--- src/hw/psl_defs.vh ---
// register map, field positions, reset values and widths for the strap latch
`ifndef PSL_DEFS_VH
`define PSL_DEFS_VH
`define PSL_ADDR_W 12
`define PSL_OFF_CTRL 12'h000
`define PSL_OFF_STATUS 12'h004
`define PSL_OFF_RATE_MODE 12'h008
`define PSL_OFF_SHOOT 12'h00C
`define PSL_OFF_BOOT 12'h010
`define PSL_OFF_RISE_ADDR 12'h014
`define PSL_OFF_FREQ_MAX_LOAD_CURRENT 12'h018
`define PSL_OFF_LIMIT_RAMP 12'h01C
`define PSL_OFF_RAW_CODE 12'h020
`define PSL_CTRL_RECAPTURE 0
`define PSL_STAT_CAPTURED 0
`define PSL_STAT_FROM_NVM 1
`define PSL_STAT_HOST_WROTE 2
`define PSL_STAT_SUPPLY_UP 3
`define PSL_SLEW_LSB 0
`define PSL_MODE_B3 4
`define PSL_MODE_B4 5
`define PSL_MODE_B6 6
`define PSL_MODE_B7 7
`define PSL_USR_LSB 4
`define PSL_MAX_LOAD_CURRENT_LSB 8
`define PSL_RAMP_LSB 4
`define PSL_ADDR_LSB 4
`define PSL_RST_SLEW 3'h1
`define PSL_RST_MODE 4'h9
`define PSL_RST_OSR 3'h7
`define PSL_RST_USR 3'h7
`define PSL_RST_BOOT 8'h97
`define PSL_RST_RISE 2'h0
`define PSL_RST_FREQ 3'h2
`define PSL_RST_MAX_LOAD_CURRENT 8'h78
`define PSL_RST_LIMIT 4'h8
`define PSL_RST_RAMP 2'h3
`define PSL_SETTLE_NS 1000
`define PSL_CLK_NS 10
// settle count in pclk cycles: 1000 ns at a 10 ns clock, sized for the 8-bit counter
`define PSL_SETTLE_CYC 8'h64
`endif

--- src/hw/psl_strap_latch.v ---
// strap configuration capture and holding latches with apb access
//
// Behaviour
// - rate-and-mode resistor code picks one of eight slew rates
// - mode bit 7 from rate-and-mode voltage selects older or newer code table
// - mode bit 6 selects paired or individual four-phase interleaving
// - mode bit 4 enables dynamic phase add and drop
// - mode bit 3 selects zero or non-zero load-line
// - shoot-reduction resistor code gives seven overshoot thresholds or off
// - shoot-reduction voltage code gives seven undershoot levels or off
// - boot code bits 3:1 from resistor, bits 7:4 from voltage
// - address-and-rise resistor bits 2:1 rise rate, bit 0 boot lsb
// - address-and-rise voltage gives four-bit bus address
// - frequency-and-current resistor code selects switching frequency
// - frequency-and-current voltage is eight-bit max current, 255 at reference
// - limit-and-ramp resistor and voltage codes select one of sixteen limits
// - limit-and-ramp voltage selects one of four ramp levels
// - all settings are captured when the logic supply comes up
// - large strap-select resistor takes settings from nonvolatile memory instead
// - host may overwrite latched settings; bus address stays strap only
//
// Implementation choices: the register addresses and register access over APB.
`timescale 1ns/1ps
`include "psl_defs.vh"
module psl_strap_latch (
  input wire pclk,
  input wire presetn,
  input wire psel,
  input wire penable,
  input wire pwrite,
  input wire [11:0] paddr,
  input wire [31:0] pwdata,
  output reg [31:0] prdata,
  output reg pready,
  output reg pslverr,
  input wire logic_supply_rail,
  input wire strap_source_select,
  input wire [2:0] rate_mode_res_code,
  input wire [3:0] rate_mode_volt_code,
  input wire [2:0] shoot_reduction_strap_res,
  input wire [2:0] shoot_reduction_strap_volt,
  input wire [2:0] startup_voltage_strap_res,
  input wire [3:0] startup_voltage_strap_volt,
  input wire [2:0] address_and_rise_strap_res,
  input wire [3:0] address_and_rise_strap_volt,
  input wire [2:0] frequency_and_current_strap_res,
  input wire [7:0] frequency_and_current_strap_volt,
  input wire [2:0] limit_and_ramp_strap_res,
  input wire [1:0] limit_and_ramp_strap_volt,
  input wire [2:0] nvm_slew,
  input wire [3:0] nvm_mode,
  input wire [2:0] nvm_osr,
  input wire [2:0] nvm_usr,
  input wire [7:0] nvm_boot,
  input wire [1:0] nvm_rise,
  input wire [2:0] nvm_freq,
  input wire [7:0] nvm_max_load_current,
  input wire [3:0] nvm_limit,
  input wire [1:0] nvm_ramp,
  output reg [2:0] slew_rate_sel,
  output reg [3:0] mode_bits,
  output reg [2:0] overshoot_reduction,
  output reg [2:0] undershoot_reduction,
  output reg [7:0] voltage_id_code,
  output reg [1:0] softstart_rise_rate,
  output reg [3:0] bus_address,
  output reg [2:0] switching_freq_sel,
  output reg [7:0] max_load_current,
  output reg [3:0] per_phase_valley_limit,
  output reg [1:0] ramp_level,
  output reg config_valid
);
  ////////////////////////////////////////////////////////////////////////////
  // decode helpers
  // the limit index joins the resistor code (high) and voltage code (low):
  // 3 resistor bits and the upper voltage bit give sixteen levels
  function [3:0] limit_index;
    input [2:0] res;
    input [1:0] volt;
    begin
      limit_index = {res, volt[1]};
    end
  endfunction

  function match;
    input [11:0] addr;
    input [11:0] off;
    begin
      match = (addr == off);
    end
  endfunction

  ////////////////////////////////////////////////////////////////////////////
  // supply detection
  wire capture_pulse;
  wire supply_up;
  reg ctrl_recapture_reg;
  reg from_nvm_reg;
  reg host_wrote_reg;

  psl_supply_detect u_detect (
    .pclk(pclk),
    .presetn(presetn),
    .supply_good(logic_supply_rail),
    .rearm(ctrl_recapture_reg),
    .capture_pulse(capture_pulse),
    .supply_up(supply_up)
  );

  ////////////////////////////////////////////////////////////////////////////
  // strap decode into candidate fields
  wire [2:0] dec_slew = rate_mode_res_code;
  wire [3:0] dec_mode = {rate_mode_volt_code[3], rate_mode_volt_code[2],
    rate_mode_volt_code[1], rate_mode_volt_code[0]};
  wire [2:0] dec_osr = shoot_reduction_strap_res;
  wire [2:0] dec_usr = shoot_reduction_strap_volt;
  wire [7:0] dec_boot = {startup_voltage_strap_volt, startup_voltage_strap_res,
    address_and_rise_strap_res[0]};
  wire [1:0] dec_rise = address_and_rise_strap_res[2:1];
  wire [2:0] dec_freq = frequency_and_current_strap_res;
  wire [7:0] dec_max_load_current = frequency_and_current_strap_volt;
  wire [3:0] dec_limit = limit_index(limit_and_ramp_strap_res, limit_and_ramp_strap_volt);
  wire [1:0] dec_ramp = limit_and_ramp_strap_volt;

  ////////////////////////////////////////////////////////////////////////////
  // apb decode
  wire setup_wr = psel & ~penable & pwrite;
  wire acc = psel & penable;
  wire acc_wr = acc & pwrite;
  wire hit_ctrl = match(paddr, `PSL_OFF_CTRL);
  wire hit_rate = match(paddr, `PSL_OFF_RATE_MODE);
  wire hit_shoot = match(paddr, `PSL_OFF_SHOOT);
  wire hit_boot = match(paddr, `PSL_OFF_BOOT);
  wire hit_rise = match(paddr, `PSL_OFF_RISE_ADDR);
  wire hit_fimax = match(paddr, `PSL_OFF_FREQ_MAX_LOAD_CURRENT);
  wire hit_limit = match(paddr, `PSL_OFF_LIMIT_RAMP);
  wire hit_any = hit_ctrl | hit_rate | hit_shoot | hit_boot | hit_rise | hit_fimax | hit_limit |
    match(paddr, `PSL_OFF_STATUS) | match(paddr, `PSL_OFF_RAW_CODE);
  // a write commits only at the edge that completes the transfer
  wire wr_ok = acc_wr & pready;

  ////////////////////////////////////////////////////////////////////////////
  // holding latches: next values first, then one flop bank
  // per-register write strobes; the rise-and-address strobe writes only the rise rate, so the bus address stays strap only
  wire wr_rate = wr_ok & hit_rate;
  wire wr_shoot = wr_ok & hit_shoot;
  wire wr_boot = wr_ok & hit_boot;
  wire wr_rise = wr_ok & hit_rise;
  wire wr_fimax = wr_ok & hit_fimax;
  wire wr_limit = wr_ok & hit_limit;
  wire wr_field = wr_rate | wr_shoot | wr_boot | wr_rise | wr_fimax | wr_limit;
  reg [2:0] slew_next;
  reg [3:0] mode_next;
  reg [2:0] osr_next;
  reg [2:0] usr_next;
  reg [7:0] boot_next;
  reg [1:0] rise_next;
  reg [3:0] addr_next;
  reg [2:0] freq_next;
  reg [7:0] max_load_current_next;
  reg [3:0] limit_next;
  reg [1:0] ramp_next;
  reg valid_next;
  reg from_nvm_next;
  reg host_wrote_next;

  always @* begin
    slew_next = slew_rate_sel;
    mode_next = mode_bits;
    osr_next = overshoot_reduction;
    usr_next = undershoot_reduction;
    boot_next = voltage_id_code;
    rise_next = softstart_rise_rate;
    addr_next = bus_address;
    freq_next = switching_freq_sel;
    max_load_current_next = max_load_current;
    limit_next = per_phase_valley_limit;
    ramp_next = ramp_level;
    valid_next = config_valid;
    from_nvm_next = from_nvm_reg;
    host_wrote_next = host_wrote_reg;
    // capture happens once per supply rise and again after each recapture request; in between strap pins are not looked at
    if (capture_pulse) begin
      valid_next = 1'b1;
      host_wrote_next = 1'b0;
      addr_next = address_and_rise_strap_volt;
      from_nvm_next = strap_source_select;
      if (strap_source_select) begin
        slew_next = nvm_slew;
        mode_next = nvm_mode;
        osr_next = nvm_osr;
        usr_next = nvm_usr;
        boot_next = nvm_boot;
        rise_next = nvm_rise;
        freq_next = nvm_freq;
        max_load_current_next = nvm_max_load_current;
        limit_next = nvm_limit;
        ramp_next = nvm_ramp;
      end else begin
        slew_next = dec_slew;
        mode_next = dec_mode;
        osr_next = dec_osr;
        usr_next = dec_usr;
        boot_next = dec_boot;
        rise_next = dec_rise;
        freq_next = dec_freq;
        max_load_current_next = dec_max_load_current;
        limit_next = dec_limit;
        ramp_next = dec_ramp;
      end
    end else begin
      // host overwrite loses to a capture in the same cycle
      if (wr_rate) begin
        slew_next = pwdata[`PSL_SLEW_LSB +: 3];
        mode_next = pwdata[`PSL_MODE_B3 +: 4];
      end
      if (wr_shoot) begin
        osr_next = pwdata[2:0];
        usr_next = pwdata[`PSL_USR_LSB +: 3];
      end
      if (wr_boot) begin
        boot_next = pwdata[7:0];
      end
      if (wr_rise) begin
        rise_next = pwdata[1:0];
      end
      if (wr_fimax) begin
        freq_next = pwdata[2:0];
        max_load_current_next = pwdata[`PSL_MAX_LOAD_CURRENT_LSB +: 8];
      end
      if (wr_limit) begin
        limit_next = pwdata[3:0];
        ramp_next = pwdata[`PSL_RAMP_LSB +: 2];
      end
      if (wr_field) begin
        host_wrote_next = 1'b1;
      end
    end
  end

  always @(posedge pclk or negedge presetn) begin
    if (!presetn) begin
      slew_rate_sel <= `PSL_RST_SLEW;
      mode_bits <= `PSL_RST_MODE;
      overshoot_reduction <= `PSL_RST_OSR;
      undershoot_reduction <= `PSL_RST_USR;
      voltage_id_code <= `PSL_RST_BOOT;
      softstart_rise_rate <= `PSL_RST_RISE;
      bus_address <= 4'h0;
      switching_freq_sel <= `PSL_RST_FREQ;
      max_load_current <= `PSL_RST_MAX_LOAD_CURRENT;
      per_phase_valley_limit <= `PSL_RST_LIMIT;
      ramp_level <= `PSL_RST_RAMP;
      config_valid <= 1'b0;
      from_nvm_reg <= 1'b0;
      host_wrote_reg <= 1'b0;
    end else begin
      slew_rate_sel <= slew_next;
      mode_bits <= mode_next;
      overshoot_reduction <= osr_next;
      undershoot_reduction <= usr_next;
      voltage_id_code <= boot_next;
      softstart_rise_rate <= rise_next;
      bus_address <= addr_next;
      switching_freq_sel <= freq_next;
      max_load_current <= max_load_current_next;
      per_phase_valley_limit <= limit_next;
      ramp_level <= ramp_next;
      config_valid <= valid_next;
      from_nvm_reg <= from_nvm_next;
      host_wrote_reg <= host_wrote_next;
    end
  end

  ////////////////////////////////////////////////////////////////////////////
  // control register: recapture is a self clearing pulse
  always @(posedge pclk or negedge presetn) begin
    if (!presetn) begin
      ctrl_recapture_reg <= 1'b0;
    end else begin
      ctrl_recapture_reg <= wr_ok & hit_ctrl & pwdata[`PSL_CTRL_RECAPTURE];
    end
  end

  ////////////////////////////////////////////////////////////////////////////
  // apb read mux and answer; one wait state so every access takes two cycles after setup
  reg [31:0] rdata_next;
  always @* begin
    rdata_next = 32'h00000000;
    case (paddr)
      `PSL_OFF_STATUS: begin
        rdata_next[`PSL_STAT_CAPTURED] = config_valid;
        rdata_next[`PSL_STAT_FROM_NVM] = from_nvm_reg;
        rdata_next[`PSL_STAT_HOST_WROTE] = host_wrote_reg;
        rdata_next[`PSL_STAT_SUPPLY_UP] = supply_up;
      end
      `PSL_OFF_RATE_MODE: begin
        rdata_next[`PSL_SLEW_LSB +: 3] = slew_rate_sel;
        rdata_next[`PSL_MODE_B3 +: 4] = mode_bits;
      end
      `PSL_OFF_SHOOT: begin
        rdata_next[2:0] = overshoot_reduction;
        rdata_next[`PSL_USR_LSB +: 3] = undershoot_reduction;
      end
      `PSL_OFF_BOOT: begin
        rdata_next[7:0] = voltage_id_code;
      end
      `PSL_OFF_RISE_ADDR: begin
        rdata_next[1:0] = softstart_rise_rate;
        rdata_next[`PSL_ADDR_LSB +: 4] = bus_address;
      end
      `PSL_OFF_FREQ_MAX_LOAD_CURRENT: begin
        rdata_next[2:0] = switching_freq_sel;
        rdata_next[`PSL_MAX_LOAD_CURRENT_LSB +: 8] = max_load_current;
      end
      `PSL_OFF_LIMIT_RAMP: begin
        rdata_next[3:0] = per_phase_valley_limit;
        rdata_next[`PSL_RAMP_LSB +: 2] = ramp_level;
      end
      `PSL_OFF_RAW_CODE: begin
        rdata_next[2:0] = limit_and_ramp_strap_res;
        rdata_next[5:4] = limit_and_ramp_strap_volt;
        rdata_next[15:8] = frequency_and_current_strap_volt;
        rdata_next[19:16] = address_and_rise_strap_volt;
      end
      default: begin
        rdata_next = 32'h00000000;
      end
    endcase
  end

  always @(posedge pclk or negedge presetn) begin
    if (!presetn) begin
      pready <= 1'b0;
      pslverr <= 1'b0;
      prdata <= 32'h00000000;
    end else begin
      if (acc & ~pready) begin
        pready <= 1'b1;
        // unmapped addresses and writes to read-only words answer with an error
        pslverr <= ~hit_any | (pwrite & ~(hit_ctrl | hit_rate | hit_shoot | hit_boot |
          hit_rise | hit_fimax | hit_limit));
        prdata <= pwrite ? 32'h00000000 : rdata_next;
      end else begin
        pready <= 1'b0;
        pslverr <= 1'b0;
        if (setup_wr) begin
          prdata <= 32'h00000000;
        end
      end
    end
  end
endmodule // psl_strap_latch

--- src/hw/psl_supply_detect.v ---
// detects the logic supply coming up and emits one capture pulse once it has settled, and one more after each rearm while it stays up
`timescale 1ns/1ps
`include "psl_defs.vh"
module psl_supply_detect (
  input wire pclk,
  input wire presetn,
  input wire supply_good,
  input wire rearm,
  output reg capture_pulse,
  output reg supply_up
);
  reg [7:0] settle_reg;
  reg armed_reg;
  localparam [7:0] SETTLE = `PSL_SETTLE_CYC;
  // the pin is synchronous; a settle count filters a bouncing supply-good
  always @(posedge pclk or negedge presetn) begin
    if (!presetn) begin
      settle_reg <= 8'h00;
      armed_reg <= 1'b1;
      capture_pulse <= 1'b0;
      supply_up <= 1'b0;
    end else begin
      capture_pulse <= 1'b0;
      if (!supply_good) begin
        settle_reg <= 8'h00;
        armed_reg <= 1'b1;
        supply_up <= 1'b0;
      end else if (settle_reg != SETTLE) begin
        settle_reg <= settle_reg + 8'h01;
      end else begin
        supply_up <= 1'b1;
        if (armed_reg) begin
          capture_pulse <= 1'b1;
          armed_reg <= 1'b0;
        end
      end
      if (rearm) begin
        armed_reg <= 1'b1;
      end
    end
  end
endmodule // psl_supply_detect

--- config.mk ---
export PLATFORM = sky130hd
export DESIGN_NAME = psl_strap_latch
export DESIGN_NICKNAME = d
export VERILOG_FILES = /design/src/hw/psl_strap_latch.v /design/src/hw/psl_supply_detect.v
export VERILOG_INCLUDE_DIRS = /design/src /design/src/hw
export SDC_FILE = /design/constraint.sdc
export NUM_CORES = 1
export LEC_CHECK = 0
export BUFFER_PORTS_ARGS = -buffer_cell sky130_fd_sc_hd__buf_2
export CAP_MARGIN = 40
export CORE_MARGIN = 1.5
export CORE_UTILIZATION = 48
export DETAILED_ROUTE_END_ITERATION = 7
export PLACE_DENSITY = 0.81
export SYNTH_ARGS = -nofsm -noshare
export SYNTH_HDL_FRONTEND = slang
export SYNTH_SLANG_ARGS = --single-unit
export TNS_END_PERCENT = 10
--- constraint.sdc ---
create_clock -name pclk -period 2.4 [get_ports pclk]
set_clock_uncertainty 0.05 [all_clocks]
set_input_delay 0.12 -clock pclk [delete_from_list [all_inputs] [get_ports pclk]]
set_output_delay 0.12 -clock pclk [all_outputs]
set_load 0.01 [all_outputs]
==> results of run 1 <==
path summary, 6_finish.rpt:
| kind | end | start | slack, ns | depth (start not counted) |
|---|---|---|---|---|
| worst max-delay path | per_phase_valley_limit[2] | pready | 0.53 | 6 |
| worst min-delay path | switching_freq_sel[1] | pwdata[1] | 0.03 | 2 |
| worst max register to register | per_phase_valley_limit[2] | pready | 0.53 | 6 |
| worst min register to register | u_detect.armed_reg | ctrl_recapture_reg | 0.39 | 1 |
| max in group asynchronous | max_load_current[5] | presetn | 1.45 | 3 |
| min in group asynchronous | mode_bits[1] | presetn | 0.20 | 2 |
cell type report:
type                    count  share of cell area (%)
multi-input cells         330                   39.53
flip-flops and latches     81                   33.26
inverters                   5                  0.3035
clock buffers              11                   2.124
clock inverters             5                  0.9306
well taps                 129                   2.610
repair buffers            224                   21.24
worst max-delay path: stages, from the launching register on:
cell,delay (ns)
dfrtp_1,0.42
nand4_1,0.16
nor3_1,0.08
buf_4,0.15
a31oi_1,0.60
a211oi_1,0.12
a21o_1,0.19
metal layers:
metal	vias to the layer above	global-route usage, %
li1	2070	-
met1	2174	35.31
met2	221	46.31
met3	50	5.814
met4	0	11.28
met5	-	0
metrics by stage:
| stage | setup WS (ns) | hold slack (ns) |
|---|---|---|
| floorplan | 0.3012 | -0.2256 |
| global placement | 0.2455 | 0.2907 |
| detailed placement | 0.2175 | 0.05056 |
| CTS | 0.5515 | 0.02015 |
| global route | 0.3879 | 0.02043 |
| finish | 0.5310 | 0.02803 |
power by group through the flow:
stage	logic (W)	registers, W	clock network [W]
3_3_place_gp	0.000312	0.00140	0
4_1_cts	0.000358	0.00138	0.000982
2_1_floorplan	0.000159	0.00140	0
3_5_place_dp	0.000328	0.00140	0
6_report	0.000360	0.00138	0.000969
5_1_grt	0.000394	0.00138	0.00104
what timing repair did:
action                                  CTS  global route
hold buffers                             23             0
buffers inserted                          0             0
endpoints found under the hold margin    56             0
endpoints found under the setup margin    0             0
cells by family after synthesis:
logic type                 count (synthesis)
buffers and inverters                     46
muxes                                     71
AOI/OAI and AO/OA                        107
other                                      1
xor gates and xnor gates                   7
and+or+nand+nor                          131
adders and majority gates                  2
DFF                                       81
cells in the mapped netlist, types with 8 or more instances:
| cell type | number |
|---|---|
| nor2b_1 | 17 |
| nand2_1 | 28 |
| a21oi_1 | 18 |
| clkbuf_1 | 18 |
| buf_4 | 12 |
| nor2_1 | 28 |
| a211oi_1 | 11 |
| o21ai_0 | 9 |
| a21o_1 | 12 |
| dfstp_2 | 23 |
| a22oi_1 | 12 |
| mux2_4 | 8 |
| mux2i_1 | 48 |
| a22o_1 | 9 |
| dfrtp_1 | 58 |
| a221o_1 | 13 |
| mux2_2 | 13 |
==> run summary, run 1 <==
The final net count came out at 787. The total negative setup slack is 0 ns. The most flop-heavy register is prdata.

The number of input and output port buffers inserted came out at between 150 and 200. The first-pass iteration count of the detailed router is 5. The worst supply voltage drop on vdd came out at ~310 uV. The number of instances in the placed design came out at 746. The wire length on met2 came out at 7184 um. The y dimension of the die came out at 101.9 um. The analysis attributes to net switching a power of 0.0006888 W. The number of synthesized flops with an enable pin is 0. The share of the synthesized area in compound gates (AO/OA/AOI/OAI) came out at 17.08%.

The share of post-route cells with drive strength above 1 came out at a little over two fifths. For the pin with the worst max-slew slack, the measured transition is 0.8246 ns. The finished layout cell area came out at about 6200 um2. The tree is rooted in a clkbuf_8.

In this run, the number of DRC markers left after iteration 0 of detailed routing was 290. The number of max-slew violations in the final report was 0. After detailed routing, no signal wire sits above met4. The floorplan row count came out at 35. The library cell used most frequently in the layout, excluding fill and tap cells, is buf_2. The detailed-route wire length on metal 1 is 5797 um. The overall power is 0.002709 W. Across all layers, the routed design uses 4515 vias. For this run, the leading register cell type out of synthesis is dfrtp_1.

The I/O pin count came out at 213. The min-delay analysis places its worst path in the category input pin to register. The register with the most flip-flops in the layout has 20 of them. The average size of a mapped cell is 10.53 um2. In this run the worst path has a maximum fanout of 8.

The CTS clock-pin slew for the worst setup and hold paths came out at 0.08 ns. The starting density of the core is 50.11%. The post-synthesis mux area share is 16.87%. The hold violation count in the final report came out at 0. The sequential share of power is between 50% and 60%. The clock latency at the later pin of the worst-skew pair came out at about 0.35 ns. The highest clock rate is 535.0 MHz. The proportion of power drawn by combinational gates came out at 13.3%. In the layout the commonest cells are 183 x buf_2, 57 x dfrtp_1, 48 x mux2i_1.

Summed over all instances, the cell type with the most area after synthesis is dfrtp_1. The fraction of synthesized cell area in xor and xnor cells is 1.306%. The final weighted congestion in routability-driven placement is 0.9198. After synthesis the netlist holds a flip-flop and latch count of 81. The maximum buffer depth of the clock tree is 2. Detailed routing placed a total of around 900 um of wire on met3. The footprint of the flip-flops and latches came out at 2057 um2. Setup violations remaining at the end of the flow were counted as 0. The number of buffers created by CTS came out at 9. CTS saw 81 sinks. The final core utilization came out at around two thirds. Power spread over the standard cell area amounts to around 440 nW/um2. The worst setup path is launched from a register. In this run the static leakage power is 3.247 nW. The worst path required time came out at 2.59 ns.

After detailed placement, the total cell area comes to 5766 um2. The share of synthesized area occupied by flip-flops and latches came out at a little over two fifths. The tool flagged a number of max-cap violations equal to 0. TritonCTS built the clock tree. The quantity of gates resized following cts is 0.

The initial antenna violation count is 0. The worst pin sits at a relative slew slack of 44.77%. The post-route antenna net violation count came out at 0. The worst setup path is of the register to register kind. The internal power came out at 0.002020 W. Net switching is 25.43% of the power. The share of the clock period used by the worst path after layout is 77.87%. The detailed-route DRC error count is 0. The global-route wire length before repair came out at 22070 um. The largest net degree at the start of global routing came out at 49. By area the synthesized netlist is led by dfrtp_1 31%, dfstp_2 13%, mux2i_1 10%, mux2_2 3.1%, a221o_1 2.8%. Leaving out filler cells and counting taps, the final layout contains 785. Setup repair after global routing left no endpoint under its margin.

The via count of the first global-routing pass came out at 4385. The die span in x came out at 101.9 um. The die outline area is 10390 um2. The area share of and/or/nand/nor cells after synthesis is ~15%. Summed over all layers, the routed wires come to 14360 um. The diode insertion count for antenna repair came out at 0. The global-route total usage across every layer is 27.72%.

For the worst setup path, the data arrival time is about 2 ns. After synthesis, the largest family of logic cells by area is compound AO/OA/AOI/OAI gates. The fill cell instance count of the final layout came out at 781.

The H-tree depth came out at 3. The synthesis-to-finish area growth came out at 31.71%. The number of unique standard cell types used by synthesis is ~60. The synthesized design devotes to its leading area cell type 30.91% of total area. The detail-routed net length per standard cell is approximately 18 um. In the routed layout, each cell is associated on average with a via count of around 5.8. The flow ran to the end, and the final reports show no timing, DRC or antenna violations. Summing the areas of all fa, ha and maj instances in the mapped netlist gives 0.5329% of the synthesized area. After floorplanning, the core was sized to cover 9371 um2. The yosys synthesis warning count came out at 0. The mapped netlist covers 4696 um2.

The number of instances in the synthesized netlist came out at around 450. STA classifies the critical path endpoint as a register. Of all flip-flops after synthesis, the portion carrying an async set or reset was 100.0%. The portion of total power attributed to the clock network came out at a little over a third. The minimum clock period came out at 1.869 ns. The HPWL after detailed placement is between 10000 and 15000 um.

The sum of overflow across all layers after global routing came out at 0. The multi-input combinational cells in the finished layout cover a total of 2445 um2.
Note: power is estimated with default switching activity, not from simulation.
==> run 2: changes to the inputs <==
Clock period 2.4 ns to 1.8 ns, I/O delays scaled along.
==> run summary, run 2 (synthesis gave the netlist of run 1 again) <==
For met1 alone, demand over resource in global routing was 37.64%. The final net count came out at 828. For this block, the initial DRC count from the detailed router was roughly 270.

On the critical path, the stage with the largest delay is an instance of dfrtp_1. Global routing used 6.156% of the available met3 tracks. The flow ran to the end, and the final reports show no timing, DRC or antenna violations.

The core area is roughly 9400 um2. The net switching component of the power is 0.0009445 W. The share of the clock period used by the worst path after layout is 97.82%.

The y dimension of the die came out at slightly above 100 um. The global-route layer with the greatest usage is met2. The worst slew margin relative to its limit is around two thirds. The post-route antenna net violation count is 0. Setup repair after global routing could not meet its margin everywhere. The worst setup margin came out at 0.03926 ns. The floorplan row count came out at 35. TritonCTS built the clock tree. The via count of the first global-routing pass is 4645. The clock network accounts for 37.6% of the total power. The number of flip-flops under the largest register name is 20.

Sequential cells burn 48.3% of the power. The largest single stage delay on the critical path is slightly above 0.4 ns. In the final layout, the share of cells above drive strength 1 is 46.63%.

The aggregate routed wire length is 15520 um. The CTS clock-pin slew for the worst setup and hold paths is 0.09 ns. The global-route total usage across every layer is between 30% and 40%. The repair_antennas step left the layout with diodes totalling 0. The die span in x is 101.9 um. The critical-path maximum fanout is 6. The cell area reported after detailed placement is roughly 6100 um2.

The starting density of the core is 50.11%. The worst setup path is launched from a register. For this run, the detailed router's first-pass iteration total came to 6. The slack of the worst reg-to-reg path is between 0.03 and 0.04 ns. The measured slew at the worst slew-check pin came out at 0.5142 ns. The clock latency at the later pin of the worst-skew pair came out at 0.35 ns. The cell sitting at the root of the clock tree is a clkbuf_8. The number of max-slew violations in the final report came out at 0. Derived from the worst setup path, the maximum achievable clock frequency is 567.9 MHz. After detailed routing, the number of remaining DRC violations is 0. The data arrival time of the critical path came out at 1.99 ns. The type of the most critical hold path is input pin to register. The number of buffers created by CTS came out at 9. The worst path required time is 2.03 ns.

The number of vias per cell after detailed routing is 5.707. Leaving out fill and tap cells, the most frequent cells in the layout are 183 x buf_2, 57 x dfrtp_1, 48 x mux2i_1. The number of clock sinks seen by CTS is just over 80. The minimum clock period came out at roughly 1.8 ns. The maximum buffer depth of the clock tree came out at 2. The internal power is 0.002866 W.

The number of buffers and inverters on the critical path is 1. Once layout is complete, the utilization of the core stands at just over 70%. The number of input and output port buffers inserted is about 180. The power density over cell area came out at 571.4 nW/um2. The worst setup path is captured at a register.

The critical path goes through nand4_1, nor3_2, buf_4, a31o_4, mux2_2. The number of non-filler instances in the completed layout came out at between 800 and 900. The post-placement worst setup slack is -0.2394 ns.

The first global-routing pass estimated 23490 um of wire. The final weighted congestion in routability-driven placement came out at 0.9487. The reported max-cap violation count came out at 0. The proportion of power drawn by combinational gates came out at 14.1%. In this run the count of I/O pins placed on the die edge is 213. The die outline area came out at 10390 um2. On the critical path the largest part of the delay comes from simple AND/OR/NAND/NOR gates. The initial antenna violation count is 0.

The finished layout cell area is 6669 um2. Entering global routing, the biggest net connects 43 pins. The number of instances in the placed design is 781. The critical path in this run is classified as register to register. The layout has ~730 filler cells. The HPWL after detailed placement is 11560 um. The hold violation count in the final report is 0. The synthesis-to-finish area growth is 42.02%. Across the VDD grid, the largest voltage drop is 480.4 uV. For met2 alone, demand over resource in global routing was 50.56%. Setup violations remaining at the end of the flow were counted as 0.

The total via count after detailed routing came out at 4714. The H-tree was split into 3 levels. The sum of overflow across all layers after global routing came out at 0. The switching fraction of total power came out at 24.79%.

The detail-routed net length per standard cell is 18.78 um. The library cell used most frequently in the layout, excluding fill and tap cells, is buf_2. The leakage dissipation is 3.496 nW. The most flop-heavy register is prdata.
-- run 2: area by class of cell --
| cell class | count | area [um2] | share of cell area [%] |
|---|---|---|---|
| sequential | 81 | 2057 | 30.84 |
| clock buffer | 12 | 135.1 | 2.026 |
| tap | 129 | 161.4 | 2.420 |
| multi-input combinational | 330 | 2546 | 38.18 |
| clock inverter | 4 | 70.07 | 1.051 |
| inverter | 5 | 18.77 | 0.2814 |
| timing repair buffer | 265 | 1680 | 25.20 |
-- run 2: metrics by stage --
stage | setup TNS, ns | power (W) | hold WS, ns
after floorplan | -1.847 | 0.002086 | -0.2556
after global placement | -5.016 | 0.002332 | -0.07062
after detailed placement | -5.154 | 0.002343 | -0.07085
after CTS | 0 | 0.003818 | 0.01907
after global routing | -0.9880 | 0.003955 | 0.01436
final | 0 | 0.003811 | 0.04171
-- run 2: final timing paths --
| check | start | to | cells after the start |
|---|---|---|---|
| hold / removal | pwdata[1] | switching_freq_sel[1] | 2 |
| max in group asynchronous | presetn | u_detect.armed_reg | 3 |
| setup / recovery | pready | overshoot_reduction[2] | 5 |
| hold reg to reg | ctrl_recapture_reg | u_detect.armed_reg | 1 |
| min in group asynchronous | presetn | softstart_rise_rate[1] | 2 |
| setup reg to reg | pready | overshoot_reduction[2] | 5 |
-- run 2: per-layer routing --
layer | up-vias | share of wire (%) | routed length (um)
li1 | 2142 | - | -
met5 | - | 0 | 0
met2 | 261 | 50 | 7691
met4 | 0 | 3.2 | 490
met1 | 2267 | 41 | 6299
met3 | 44 | 6.7 | 1034
-- run 2: repair_timing --
| item | CTS | global route |
|---|---|---|
| buffers inserted | 0 | 1 |
| hold endpoints to repair | 94 | 0 |
| gates resized for setup | 0 | 21 |
| hold buffers | 28 | 0 |
| setup endpoints to repair | 0 | 35 |
-- run 2: power groups by stage --
stage | sequential, W | combinational, W | clock, W
3_5_place_dp | 0.00187 | 0.000470 | 0
6_report | 0.00184 | 0.000538 | 0.00143
4_1_cts | 0.00184 | 0.000520 | 0.00146
3_3_place_gp | 0.00187 | 0.000460 | 0
2_1_floorplan | 0.00187 | 0.000213 | 0
5_1_grt | 0.00184 | 0.000584 | 0.00153
